$ cat src/core/fgr_pkg.sv
// Constants of the fuel gauge register bank
package fgr_pkg;
  localparam logic [7:0] VBAT_HI_ADDR = 8'ha0;
  localparam logic [7:0] VBAT_LO_ADDR = 8'ha1;
  localparam logic [7:0] CTRL_ADDR = 8'hb8;
  localparam logic [7:0] RPT_ADDR = 8'hb9;
  localparam logic [7:0] RES_HI_ADDR = 8'hba;
  localparam logic [7:0] RES_LO_ADDR = 8'hbb;
  localparam logic [7:0] OCV_HI_ADDR = 8'hbc;
  localparam logic [7:0] OCV_LO_ADDR = 8'hbd;
  localparam logic [7:0] CAP_HI_ADDR = 8'he0;
  localparam logic [7:0] CAP_LO_ADDR = 8'he1;
  localparam logic [7:0] CNT_HI_ADDR = 8'he2;
  localparam logic [7:0] CNT_LO_ADDR = 8'he3;
  localparam logic [7:0] OCVP_ADDR = 8'he4;
  localparam logic [7:0] CNTP_ADDR = 8'he5;
  localparam logic [7:0] WARN_ADDR = 8'he6;
  localparam logic [7:0] IVL_ADDR = 8'he8;
  localparam logic [7:0] IRQ_STAT_ADDR = 8'hf0;
  localparam logic [7:0] IRQ_MASK_ADDR = 8'hf1;
  localparam logic [7:0] CTRL_RST = 8'he8;
  localparam logic [7:0] PCT_RST = 8'h64;
  localparam logic [7:0] WARN_RST = 8'ha0;
  localparam logic [12:0] RES_RST = 13'h005d;
  localparam logic [7:0] WARN_BASE = 8'h05;
  localparam int BIT_GAUGE = 7;
  localparam int BIT_METER = 6;
  localparam int BIT_CAP_EN = 5;
  localparam int BIT_CAP_ST = 4;
  localparam int BIT_CRV_EN = 3;
  localparam int BIT_CRV_ST = 2;
  localparam int BIT_RES_EN = 7;
  localparam int BIT_RES_OK = 6;
  localparam int BIT_RES_SEEN = 5;
  localparam logic [2:0] IVL_NOW = 3'h4;
  // Interrupt status bits
  localparam int EV_VBAT = 0;
  localparam int EV_RES = 1;
  localparam int EV_RPT = 2;
  localparam int EV_WARN = 3;
  localparam int EV_SHUT = 4;
  localparam int EV_N = 5;
  localparam int CLK_HZ = 100_000_000;
  localparam int SEC_S = 1;
  localparam int SEC_CYCLES = CLK_HZ * SEC_S;
endpackage

$ cat src/core/fgr_bank.sv
// Fuel gauge register bank with percentage update pacing and interrupts
`timescale 1ns/1ps
`default_nettype none
module fgr_bank #(
  parameter int SEC_CYCLES = fgr_pkg::SEC_CYCLES
) (
  input wire logic i_sys_clk,
  input wire logic i_reset,
  input wire logic i_por,
  input wire logic [7:0] i_addr,
  input wire logic [7:0] i_wdata,
  input wire logic i_wr,
  input wire logic i_rd,
  output logic [7:0] o_rdata,
  input wire logic i_vbat_stb,
  input wire logic [11:0] i_battery_sense_input,
  input wire logic i_ocv_stb,
  input wire logic [11:0] i_ocv,
  input wire logic i_ocvp_stb,
  input wire logic [7:0] i_ocvp,
  input wire logic i_cntp_stb,
  input wire logic [7:0] i_cntp,
  input wire logic i_ind_stb,
  input wire logic [7:0] i_ind,
  input wire logic i_charge_up,
  input wire logic i_charge_down,
  input wire logic i_cap_cal_active,
  input wire logic i_curve_cal_active,
  input wire logic i_res_done,
  input wire logic i_res_ok,
  input wire logic [12:0] i_res_value,
  output logic o_gauge_en,
  output logic o_meter_en,
  output logic o_cap_cal_en,
  output logic o_curve_cal_en,
  output logic o_res_en,
  output logic [12:0] o_battery_internal_resistance,
  output logic [14:0] o_max_capacity,
  output logic [14:0] o_charge_count,
  output logic o_low_warn,
  output logic o_shutdown,
  output logic o_irq
);
  typedef struct packed {
    logic gauge_en;
    logic meter_en;
    logic cap_en;
    logic crv_en;
    logic [7:0] rpt;
    logic res_en;
    logic res_ok;
    logic res_seen;
    logic [12:0] res;
    logic [11:0] vbat;
    logic [11:0] ocv;
    logic cap_valid;
    logic [14:0] cap;
    logic cnt_valid;
    logic [14:0] cnt;
    logic [7:0] ocvp;
    logic [7:0] cntp;
    logic [7:0] warn;
    logic [2:0] ivl;
    logic [31:0] sec_div;
    logic [7:0] sec_cnt;
    logic warn_q;
    logic shut_q;
    logic [fgr_pkg::EV_N-1:0] stat;
    logic [fgr_pkg::EV_N-1:0] mask;
    logic [7:0] rdata;
  } fgr_state_t;

  fgr_state_t st;
  fgr_state_t next_st;
  logic cap_busy;
  logic crv_busy;
  logic sec_tick;
  logic pace_ok;
  logic warn_now;
  logic shut_now;
  logic [fgr_pkg::EV_N-1:0] ev;

  // Update interval in seconds per code; zero means no pacing
  function automatic logic [7:0] ivl_secs(input logic [2:0] code);
    case (code)
      3'h0: ivl_secs = 8'h1e;
      3'h1: ivl_secs = 8'h3c;
      3'h2: ivl_secs = 8'h78;
      3'h3: ivl_secs = 8'ha4;
      3'h5: ivl_secs = 8'h05;
      3'h6: ivl_secs = 8'h0a;
      3'h7: ivl_secs = 8'h14;
      default: ivl_secs = 8'h00;
    endcase
  endfunction

  function automatic logic [7:0] reg_read(input fgr_state_t s, input logic [7:0] a,
                                          input logic cb, input logic vb);
    case (a)
      fgr_pkg::VBAT_HI_ADDR: reg_read = s.vbat[11:4];
      fgr_pkg::VBAT_LO_ADDR: reg_read = {s.vbat[3:0], 4'h0};
      fgr_pkg::CTRL_ADDR: reg_read = {s.gauge_en, s.meter_en, s.cap_en, cb,
                                      s.crv_en, vb, 2'h0};
      fgr_pkg::RPT_ADDR: reg_read = s.rpt;
      fgr_pkg::RES_HI_ADDR: reg_read = {s.res_en, s.res_ok, s.res_seen, s.res[12:8]};
      fgr_pkg::RES_LO_ADDR: reg_read = s.res[7:0];
      fgr_pkg::OCV_HI_ADDR: reg_read = s.ocv[11:4];
      fgr_pkg::OCV_LO_ADDR: reg_read = {4'h0, s.ocv[3:0]};
      fgr_pkg::CAP_HI_ADDR: reg_read = {s.cap_valid, s.cap[14:8]};
      fgr_pkg::CAP_LO_ADDR: reg_read = s.cap[7:0];
      fgr_pkg::CNT_HI_ADDR: reg_read = {s.cnt_valid, s.cnt[14:8]};
      fgr_pkg::CNT_LO_ADDR: reg_read = s.cnt[7:0];
      fgr_pkg::OCVP_ADDR: reg_read = s.ocvp;
      fgr_pkg::CNTP_ADDR: reg_read = s.cntp;
      fgr_pkg::WARN_ADDR: reg_read = s.warn;
      fgr_pkg::IVL_ADDR: reg_read = {5'h00, s.ivl};
      fgr_pkg::IRQ_STAT_ADDR: reg_read = {3'h0, s.stat};
      fgr_pkg::IRQ_MASK_ADDR: reg_read = {3'h0, s.mask};
      default: reg_read = 8'h00;
    endcase
  endfunction

  // Status bits follow the engines only while their enables are on
  assign cap_busy = st.gauge_en & st.cap_en & i_cap_cal_active;
  assign crv_busy = st.gauge_en & st.crv_en & i_curve_cal_active;
  assign sec_tick = (st.sec_div == 32'(SEC_CYCLES - 1));
  assign pace_ok = (st.ivl == fgr_pkg::IVL_NOW) || (st.sec_cnt >= ivl_secs(st.ivl));
  // Thresholds compare against a valid reported percentage only
  assign warn_now = st.rpt[7] &&
                    ({1'b0, st.rpt[6:0]} < fgr_pkg::WARN_BASE + {4'h0, st.warn[7:4]});
  assign shut_now = st.rpt[7] && ({1'b0, st.rpt[6:0]} < {4'h0, st.warn[3:0]});

  always_comb begin
    next_st = st;
    ev = '0;
    next_st.rdata = 8'h00;
    if (i_rd) begin
      next_st.rdata = reg_read(st, i_addr, cap_busy, crv_busy);
    end
    // Seconds base runs freely; the count saturates so long intervals still expire
    next_st.sec_div = sec_tick ? 32'h0 : st.sec_div + 32'h1;
    if (sec_tick && st.sec_cnt != 8'hff) begin
      next_st.sec_cnt = st.sec_cnt + 8'h01;
    end
    if (i_vbat_stb) begin
      next_st.vbat = i_battery_sense_input;
      ev[fgr_pkg::EV_VBAT] = 1'b1;
    end
    if (st.gauge_en) begin
      if (i_ocv_stb) begin
        next_st.ocv = i_ocv;
      end
      if (i_ocvp_stb) begin
        next_st.ocvp = i_ocvp;
      end
      if (i_ind_stb && i_ind != st.rpt && pace_ok) begin
        next_st.rpt = i_ind;
        next_st.sec_cnt = 8'h00;
        ev[fgr_pkg::EV_RPT] = 1'b1;
      end
      if (st.meter_en) begin
        if (i_cntp_stb) begin
          next_st.cntp = i_cntp;
        end
        if (i_charge_up && !i_charge_down && st.cnt != 15'h7fff) begin
          next_st.cnt = st.cnt + 15'h0001;
        end else if (i_charge_down && !i_charge_up && st.cnt != 15'h0000) begin
          next_st.cnt = st.cnt - 15'h0001;
        end
      end
      if (st.res_en && i_res_done) begin
        next_st.res_seen = 1'b1;
        next_st.res_ok = i_res_ok;
        if (i_res_ok) begin
          next_st.res = i_res_value;
        end
        ev[fgr_pkg::EV_RES] = 1'b1;
      end
    end
    next_st.warn_q = warn_now;
    next_st.shut_q = shut_now;
    ev[fgr_pkg::EV_WARN] = warn_now & ~st.warn_q;
    ev[fgr_pkg::EV_SHUT] = shut_now & ~st.shut_q;
    if (i_wr) begin
      case (i_addr)
        fgr_pkg::CTRL_ADDR: begin
          next_st.gauge_en = i_wdata[fgr_pkg::BIT_GAUGE];
          next_st.meter_en = i_wdata[fgr_pkg::BIT_METER];
          next_st.cap_en = i_wdata[fgr_pkg::BIT_CAP_EN];
          next_st.crv_en = i_wdata[fgr_pkg::BIT_CRV_EN];
        end
        fgr_pkg::RES_HI_ADDR: begin
          next_st.res_en = i_wdata[fgr_pkg::BIT_RES_EN];
          next_st.res[12:8] = i_wdata[4:0];
        end
        fgr_pkg::RES_LO_ADDR: next_st.res[7:0] = i_wdata;
        fgr_pkg::CAP_HI_ADDR: {next_st.cap_valid, next_st.cap[14:8]} = i_wdata;
        fgr_pkg::CAP_LO_ADDR: next_st.cap[7:0] = i_wdata;
        fgr_pkg::CNT_HI_ADDR: {next_st.cnt_valid, next_st.cnt[14:8]} = i_wdata;
        fgr_pkg::CNT_LO_ADDR: next_st.cnt[7:0] = i_wdata;
        fgr_pkg::WARN_ADDR: next_st.warn = i_wdata;
        fgr_pkg::IVL_ADDR: next_st.ivl = i_wdata[2:0];
        fgr_pkg::IRQ_MASK_ADDR: next_st.mask = i_wdata[fgr_pkg::EV_N-1:0];
        fgr_pkg::IRQ_STAT_ADDR: next_st.stat = st.stat & ~i_wdata[fgr_pkg::EV_N-1:0];
        default: next_st.stat = st.stat;
      endcase
    end
    // A new event wins over a write-one clear in the same cycle
    next_st.stat = next_st.stat | ev;
    // System reset leaves the power-on fields alone
    if (i_reset) begin
      next_st.vbat = 12'h000;
      next_st.gauge_en = fgr_pkg::CTRL_RST[fgr_pkg::BIT_GAUGE];
      next_st.meter_en = fgr_pkg::CTRL_RST[fgr_pkg::BIT_METER];
      next_st.cap_en = fgr_pkg::CTRL_RST[fgr_pkg::BIT_CAP_EN];
      next_st.crv_en = fgr_pkg::CTRL_RST[fgr_pkg::BIT_CRV_EN];
      next_st.res_ok = 1'b0;
      next_st.res_seen = 1'b0;
      next_st.sec_div = 32'h0;
      next_st.sec_cnt = 8'h00;
      next_st.stat = '0;
      next_st.mask = '0;
      next_st.warn_q = 1'b0;
      next_st.shut_q = 1'b0;
      next_st.rdata = 8'h00;
    end
    if (i_por) begin
      next_st = '0;
      next_st.gauge_en = fgr_pkg::CTRL_RST[fgr_pkg::BIT_GAUGE];
      next_st.meter_en = fgr_pkg::CTRL_RST[fgr_pkg::BIT_METER];
      next_st.cap_en = fgr_pkg::CTRL_RST[fgr_pkg::BIT_CAP_EN];
      next_st.crv_en = fgr_pkg::CTRL_RST[fgr_pkg::BIT_CRV_EN];
      next_st.rpt = fgr_pkg::PCT_RST;
      next_st.res_en = 1'b1;
      next_st.res = fgr_pkg::RES_RST;
      next_st.ocvp = fgr_pkg::PCT_RST;
      next_st.cntp = fgr_pkg::PCT_RST;
      next_st.warn = fgr_pkg::WARN_RST;
    end
  end

  always_ff @(posedge i_sys_clk) begin
    st <= next_st;
  end

  assign o_rdata = st.rdata;
  assign o_gauge_en = st.gauge_en;
  assign o_meter_en = st.gauge_en & st.meter_en;
  assign o_cap_cal_en = st.gauge_en & st.cap_en;
  assign o_curve_cal_en = st.gauge_en & st.crv_en;
  assign o_res_en = st.gauge_en & st.res_en;
  assign o_battery_internal_resistance = st.res;
  assign o_max_capacity = st.cap;
  assign o_charge_count = st.cnt;
  assign o_low_warn = st.warn_q;
  assign o_shutdown = st.shut_q;
  assign o_irq = |(st.stat & st.mask);
endmodule
`default_nettype wire

$ cat config.mk
export PLATFORM = sky130hd
export DESIGN_NAME = fgr_bank
export DESIGN_NICKNAME = d
export VERILOG_FILES = /design/src/core/fgr_pkg.sv /design/src/core/fgr_bank.sv
export SDC_FILE = /design/constraint.sdc
export NUM_CORES = 1
export LEC_CHECK = 0
export BUFFER_PORTS_ARGS = -buffer_cell sky130_fd_sc_hd__buf_2
export CAP_MARGIN = 20
export CORE_MARGIN = 4
export CORE_UTILIZATION = 64
export CTS_BUF_LIST = sky130_fd_sc_hd__clkbuf_8
export DETAILED_ROUTE_END_ITERATION = 10
export PLACE_DENSITY = 0.95
export SYNTH_ARGS = -nofsm -noshare
export SYNTH_HDL_FRONTEND = slang
export SYNTH_SLANG_ARGS = --single-unit
$ cat constraint.sdc
create_clock -name i_sys_clk -period 6.8 [get_ports i_sys_clk]
set_clock_uncertainty 0.05 [all_clocks]
set_input_delay 1.36 -clock i_sys_clk [delete_from_list [all_inputs] [get_ports i_sys_clk]]
set_output_delay 1.36 -clock i_sys_clk [all_outputs]
set_load 0.03 [all_outputs]
Word-level counts from Yosys, hierarchy flattened
Index checks and enable logic that the tools add are counted.
- word-level logic and storage cells: 139
- flip-flop bits (word level): 171
- bits of input ports: 93
- $lt $le $gt $ge: 3
- reduce and logical (&&, ||, !) cells: 32
- multiplexer cells: 28
- add/sub/neg operators: 5
- equality and inequality tests: 29
- bitwise logic cells: 15
- operators by type and width (cell ; count):
    $eq A8 B8 Y1 const B ; 18
    $pmux W8 S18 ; 1
    $mux W8 ; 8
    $mux W15 ; 4
    $pmux W8 S7 ; 1
    $mux W13 ; 4
    $add A32 B1 Y32 const B ; 1
    $eq A32 B27 Y1 const B ; 1
    $mux W31 ; 1
    $reduce_and A2 Y1 ; 12
    $add A15 B1 Y15 const B ; 1
    $mux W5 ; 3
    $ne A15 B15 Y1 const B ; 1
    $reduce_bool A15 Y1 ; 1
    $sub A15 B1 Y15 const B ; 1
    $eq A3 B3 Y1 const B ; 4
    $and A5 B5 Y5 ; 2
    $logic_and A1 B1 Y1 ; 10
    $mux W10 ; 1
    $add A8 B1 Y8 const B ; 1
    $and A1 B1 Y1 ; 8
    $ge A8 B8 Y1 ; 1
    $ne A8 B8 Y1 ; 1
    $ne A8 B8 Y1 const B ; 1
    other kinds (18) ; 25

Longest topological paths before layout
Gate-level depths: netlist of run 1.
- depth after elaboration: 9
- gate-level depth with buffers: 13
- gate-level depth less buffers: 10

Worst setup path before layout of run 1
OpenSTA, ideal clock, no wires.
- kind: input to register
- start: input i_addr[3]
- end: register st (netlist bit o_max_capacity[10])
- setup slack: 3.770 ns
- setup time: 0.128 ns
- stages: 6
- data arrival time: 2.853 ns
- data required time: 6.622 ns
- path through: clkbuf_1 buf_2 nor4_1 nand3_1 mux2i_1 nor2_1
- word-level cells in the longest chain between the ends: 2
- RTL lines (element ; RTL line ; source):
    start: declaration ; fgr_bank.sv:10 ; input wire logic [7:0] i_addr,
    $eq A8 B8 Y1 ; fgr_bank.sv:185 ; case (i_addr)
    $reduce_and A2 Y1 (no source line) ; -- ;
    end signal: assignment ; fgr_bank.sv:243 ; st <= next_st;
    end: declaration ; fgr_bank.sv:73 ; fgr_state_t st;
Every way passes these cells.
A chain may end at the register's enable or synchronous reset.

Worst setup path in the final report of run 1
- start: register st (netlist bit o_gauge_en)
- end: output o_meter_en
- word-level cells in the longest chain between the ends: 1
- RTL lines (element ; RTL line ; source):
    $and A1 B1 Y1 ; fgr_bank.sv:248 ; assign o_meter_en = st.gauge_en & st.meter_en;
    end: declaration ; fgr_bank.sv:33 ; output logic o_meter_en,
Every way passes these cells.

==> results_dict.tcl, run 1 <==
set metrics [dict create \
    status "finished, final reports clean" \
    grt_pass1_wl_um 41600 \
    grt-ovfl-total 0 \
    yosysMostFrequentCell "dfxtp_1" \
    synthArstFlopShare_pct 0 \
    synth_flop_cell "dfxtp_1" \
    htree_num_levels 4 \
    fin_ws_ns 3.06 \
    hold_class "reg -> reg" \
    vdd_drop_max_v 0.000173 \
    rsz0062_at_grt "false" \
    rows 44 \
    wl_um 26900 \
    p_sw_share_pct 32.0 \
    comb_power_share_pct 20.9 \
    synth_area_sq_um 9470 \
    period_needed_ns 3.74 \
    synth_nets 1248 \
    drc 0 \
    syn2layout_area_growth_pct 7.48 \
    hold_violations 0 \
    ys_seq_area_share_pct 36.2 \
    grt_usage_pct 31.4 \
    io_buffer_count 151 \
    cts_tree "yes" \
    cp_max_fo 15 \
    syn_avg_cell_area_sq_um 8.34 \
    hpwl_um 19400 \
    synthTopCellsByCount "dfxtp_1 (171), nor2_1 (136), nand2_1 (121), mux2i_1 (83), nand3_1 (54)" \
    synth-seq-cells 171 \
    diodes 0 \
    post-route-period-util_pct 55.0 \
    switchingPower_uw 804 \
    ys_warn_count 0 \
    clkPwrFrac_pct 33.2 \
    clk_latency_ns 0.46 \
    antenna_left 0 \
    cts_hold_buffers 0 \
    cts_setup_buffers 0 \
    worstSetupPathType "reg -> out" \
    dp_cells 1344 \
    end_kind "output pin" \
    finalSetupViolCount 0 \
    p_total_uw 2510 \
    synth_edf_count 0 \
    post-place-ws_ns 2.82 \
    cts_resized 0 \
    syn_inst 1135 \
    pwr-share-seq_pct 45.9 \
    io_pins 152 \
    vias_per_cell 6.33 \
    required_ns 5.39 \
    cts-root-buf "clkbuf_8" \
    maxSlewHeadroom_pct 28.8 \
    grt_max_degree 104 \
    wl_per_cell_um 19.5 \
    num_vias 8707 \
    clk_pin_slew_ns 0.09 \
    p_int_uw 1710 \
    fin_cells 1376 \
    nets 1292 \
    max_freq_ghz 0.267 \
    nFillCells 1110 \
    startpoint_type "register" \
    numCtsBuffers 17 \
    max-cap-violations 0 \
    drt_first_pass_iters 6 \
    slew_violations 0 \
    grt_pass1_vias 8087 \
    synth_cell_types 73 \
    die_area_sq_um 16800 \
    dieWidth_um 130 \
    gp_congestion 0.963 \
    synth_top_area_share_pct 36.2 \
    drtIter0Drc 1219 \
    core_area_sq_um 14500 \
    antenna_found_initial 0 \
    p_per_area_nw_per_um2 247 \
    tns_ns 0 \
    synth_area_leaders "dfxtp_1 (36%), mux2i_1 (8.8%), nor2_1 (5.4%)" \
    leakage_uw 0.00426 \
    drive_above_1_share_pct 17.4 \
    cts_buffer_depth 2 \
    tightest_slew_ns 1.07 \
    cts.sinks 171 \
    yosysTopAreaCell "dfxtp_1" \
    start_util_pct 65.1 \
    die_h_um 130 \
    arrival_ns 2.33 \
]
## path summary, 6_finish.rpt
kind / from / end / slack [ns] / depth (start not counted)
worst max-delay path: o_gauge_en$_SDFFE_PP1P_ / o_meter_en / 3.06 / 3
worst min-delay path: st[75]$_SDFFE_PP0P_ / st[75]$_SDFFE_PP0P_ / 0.41 / 2
worst max register to register: st[61]$_SDFFE_PP0P_ / st[159]$_SDFFE_PP0P_ / 3.36 / 8
worst min register to register: st[75]$_SDFFE_PP0P_ / st[75]$_SDFFE_PP0P_ / 0.41 / 2
## cells in the final DEF (no fill, tap or decap), types with 19 or more instances in the layout
master    count
a211oi_1     19
a21oi_1      49
and3_1       22
buf_2       151
dfxtp_1     171
ha_1         20
mux2i_1      83
nand2_1     121
nand2b_1     20
nand3_1      54
nand4_1      22
nor2_1      136
o21ai_0      23
xnor2_1      27
xor2_1       31
## sequential cells by signal (all words and copies together) (netlist names)
signal                         cells
o_charge_count                    15
o_shutdown                         1
o_battery_internal_resistance     13
o_low_warn                         1
o_gauge_en                         1
st                               117
o_rdata                            8
o_max_capacity                    15
## layout make-up
type,count,area (sq um),share of cell area [%]
multi-input combinational,818,5210,51.2
sequential,171,3420,33.6
clock inverter,14,216,2.13
timing repair buffer,154,778,7.65
inverter,17,63.8,0.627
tap,184,230,2.26
clock buffer,18,248,2.44
## layer usage
layer	vias up	GRT usage, %	part of all wire (%)
li1	4031	-	-
met1	4016	40.8	39
met2	537	49.0	45
met3	123	7.87	11
met4	0	15.0	5.3
met5	-	0	0
## critical path, cell delays in order (launching register included)
cell and delay, ns:
dfxtp_1 0.80, nand2_1 0.47, inv_1 0.34, buf_2 0.26
## power groups by stage
stage          Sequential, uW  Combinational [uW]  Clock (uW)
4_1_cts                  1150                 519         838
5_1_grt                  1160                 562         881
3_3_place_gp             1170                 501           0
3_5_place_dp             1170                 516           0
6_report                 1150                 525         834
2_1_floorplan            1120                 477           0
## stage by stage
stage               hold slack [ns]  utilization [%]  area (sq um)
finish                        0.413             70.0         10200
global route                  0.439             70.0         10200
CTS                           0.413             70.0         10200
detailed placement            0.404             66.8          9710
global placement              0.392             66.8          9710
floorplan                     0.383                -          9470
## cells by family (layout without fill, tap and decap cells)
group           Yosys count  count (layout)  synth area share (%)
mux                      90              90                  9.73
buf+inv                 146             203                  8.75
fa+ha+maj                20              20                  2.64
xor+xnor                 58              58                  5.37
compound gates          179             179                  13.0
flops                   171             171                  36.2
simple gates            471             471                  24.3
Note: power is estimated with default switching activity, not from simulation.
==> run 2: changes to the inputs <==
--- a/config.mk
+++ b/config.mk
@@ -8,10 +8,10 @@
 export BUFFER_PORTS_ARGS = -buffer_cell sky130_fd_sc_hd__buf_2
 export CAP_MARGIN = 20
 export CORE_MARGIN = 4
-export CORE_UTILIZATION = 64
+export CORE_UTILIZATION = 59
 export CTS_BUF_LIST = sky130_fd_sc_hd__clkbuf_8
 export DETAILED_ROUTE_END_ITERATION = 10
-export PLACE_DENSITY = 0.95
+export PLACE_DENSITY = 0.9
 export SYNTH_ARGS = -nofsm -noshare
 export SYNTH_HDL_FRONTEND = slang
 export SYNTH_SLANG_ARGS = --single-unit
==> constraint.sdc (replaced) <==
create_clock -name i_sys_clk -period 3.7 [get_ports i_sys_clk]
set_clock_uncertainty 0.05 [all_clocks]
set_input_delay 0.74 -clock i_sys_clk [delete_from_list [all_inputs] [get_ports i_sys_clk]]
set_output_delay 0.74 -clock i_sys_clk [all_outputs]
set_load 0.03 [all_outputs]
==> run 2 against run 1 <==
  * Combinational power is 83% higher
  * Sequential share of layout area fell by 0.14 points
  * Die area rose by 7.9%
  * Critical endpoint is now st[161]$_SDFFE_PP1P_
  * Via count is 0.60% lower
  * Final cell count is 3.1% higher
  * Global-route usage is 2.4 points lower
==> results_dict.tcl, run 2 (synthesis gave the netlist of run 1 again) <==
set metrics [dict create \
    drt_first_pass_iters 6 \
    grt_usage_pct 29.0 \
    drive_above_1_share_pct 18.2 \
    cts_hold_buffers 0 \
    cts_resized 0 \
    vdd_drop_max_v 0.000278 \
    syn2layout_area_growth_pct 7.93 \
    grt_pass1_vias 8058 \
    worstSetupPathType "reg -> reg" \
    grt_pass1_wl_um 42000 \
    io_pins 152 \
    cts_setup_buffers 0 \
    num_vias 8655 \
    clkPwrFrac_pct 29.1 \
    p_total_uw 4340 \
    die_area_sq_um 18100 \
    cts_tree "yes" \
    core_area_sq_um 15800 \
    leakage_uw 0.00428 \
    wl_per_cell_um 18.8 \
    nets 1302 \
    rsz0062_at_grt "false" \
    comb_power_share_pct 22.1 \
    clk_pin_slew_ns 0.10 \
    slew_violations 0 \
    cts-root-buf "clkbuf_8" \
    hold_class "reg -> reg" \
    diodes 0 \
    finalSetupViolCount 0 \
    switchingPower_uw 1510 \
    htree_num_levels 4 \
    post-place-ws_ns 0.651 \
    antenna_left 0 \
    p_per_area_nw_per_um2 425 \
    tns_ns 0 \
    cts.sinks 171 \
    period_needed_ns 3.08 \
    hpwl_um 19300 \
    post-route-period-util_pct 83.2 \
    end_kind "register" \
    clk_latency_ns 0.48 \
    regMostFlops "st" \
    dp_cells 1385 \
    grt-ovfl-total 0 \
    drc 0 \
    final_cell_mix "dfxtp_1 (171), buf_2 (151), nor2_1 (136)" \
    die_h_um 135 \
    gp_congestion 1.02 \
    maxSlewHeadroom_pct 33.8 \
    final_area_sq_um 10200 \
    grt_max_degree 103 \
    max_freq_ghz 0.325 \
    antenna_found_initial 0 \
    drtIter0Drc 1135 \
    largest_register_ffs 117 \
    tightest_slew_ns 0.993 \
    p_sw_share_pct 34.9 \
    rows 46 \
    io_buffer_count 151 \
    dieWidth_um 135 \
    p_int_uw 2830 \
    arrival_ns 3.42 \
    hold_violations 0 \
    vias_per_cell 6.10 \
    fin_cells 1418 \
    wl_um 26700 \
    numCtsBuffers 17 \
    cp_max_fo 11 \
    required_ns 4.04 \
    fin_ws_ns 0.622 \
    pwr-share-seq_pct 48.8 \
    max-cap-violations 0 \
    start_util_pct 59.8 \
    status "finished, final reports clean" \
    mostFrequentLayoutCell "dfxtp_1" \
    placed_area_sq_um 9820 \
    cts_buffer_depth 2 \
    startpoint_type "register" \
]
[run 2: path summary, 6_finish.rpt]
check	from	end	slack [ns]	cells past startpoint
max reg2reg	st[61]$_SDFFE_PP0P_	st[161]$_SDFFE_PP1P_	0.62	9
min	o_shutdown$_SDFF_PP0_	st[17]$_SDFF_PP0_	0.40	1
min reg2reg	o_shutdown$_SDFF_PP0_	st[17]$_SDFF_PP0_	0.40	1
max	st[61]$_SDFFE_PP0P_	st[161]$_SDFFE_PP1P_	0.62	9
[run 2: layout make-up]
type,instances,area [sq um]
fillers,1345,5610
multi-input cells,818,5210
flip-flops and latches,171,3420
repair buffers,164,873
well taps,216,270
clock buffers,18,248
clock inverters,14,124
inverters,17,63.8
[run 2: layer usage]
metal  up-vias  share of wire (%)  global-route usage (%)
li1       4046                  -                       -
met1      4018                 41                    38.6
met2       513                 45                    45.4
met3        78                 10                    6.86
met4         0                3.8                    12.3
met5         -                  0                       0
[run 2: stage by stage]
step           utilization, %  hold slack (ns)
3_3_place_gp             62.0            0.379
6_report                 64.5            0.400
5_1_grt                  64.5            0.427
2_1_floorplan               -            0.383
3_5_place_dp             62.0            0.389
4_1_cts                  64.4            0.404
[run 2: worst max-delay path, cell delays in order, from the launching register on]
cell and delay [ns]:
dfxtp_1 0.47, nand2b_1 0.20, or3b_2 0.47, ha_1 0.28
a21o_1 0.10, a211oi_1 0.06, o311ai_0 0.35, o2111a_1 0.52
buf_4 0.27, mux2i_1 0.22
[run 2: power by group through the flow]
stage          combinational, uW  sequential [uW]  clock [uW]
3_3_place_gp                 921             2150           0
3_5_place_dp                 937             2150           0
5_1_grt                     1030             2130        1350
2_1_floorplan                877             2060           0
4_1_cts                      943             2110        1270
6_report                     960             2120        1260
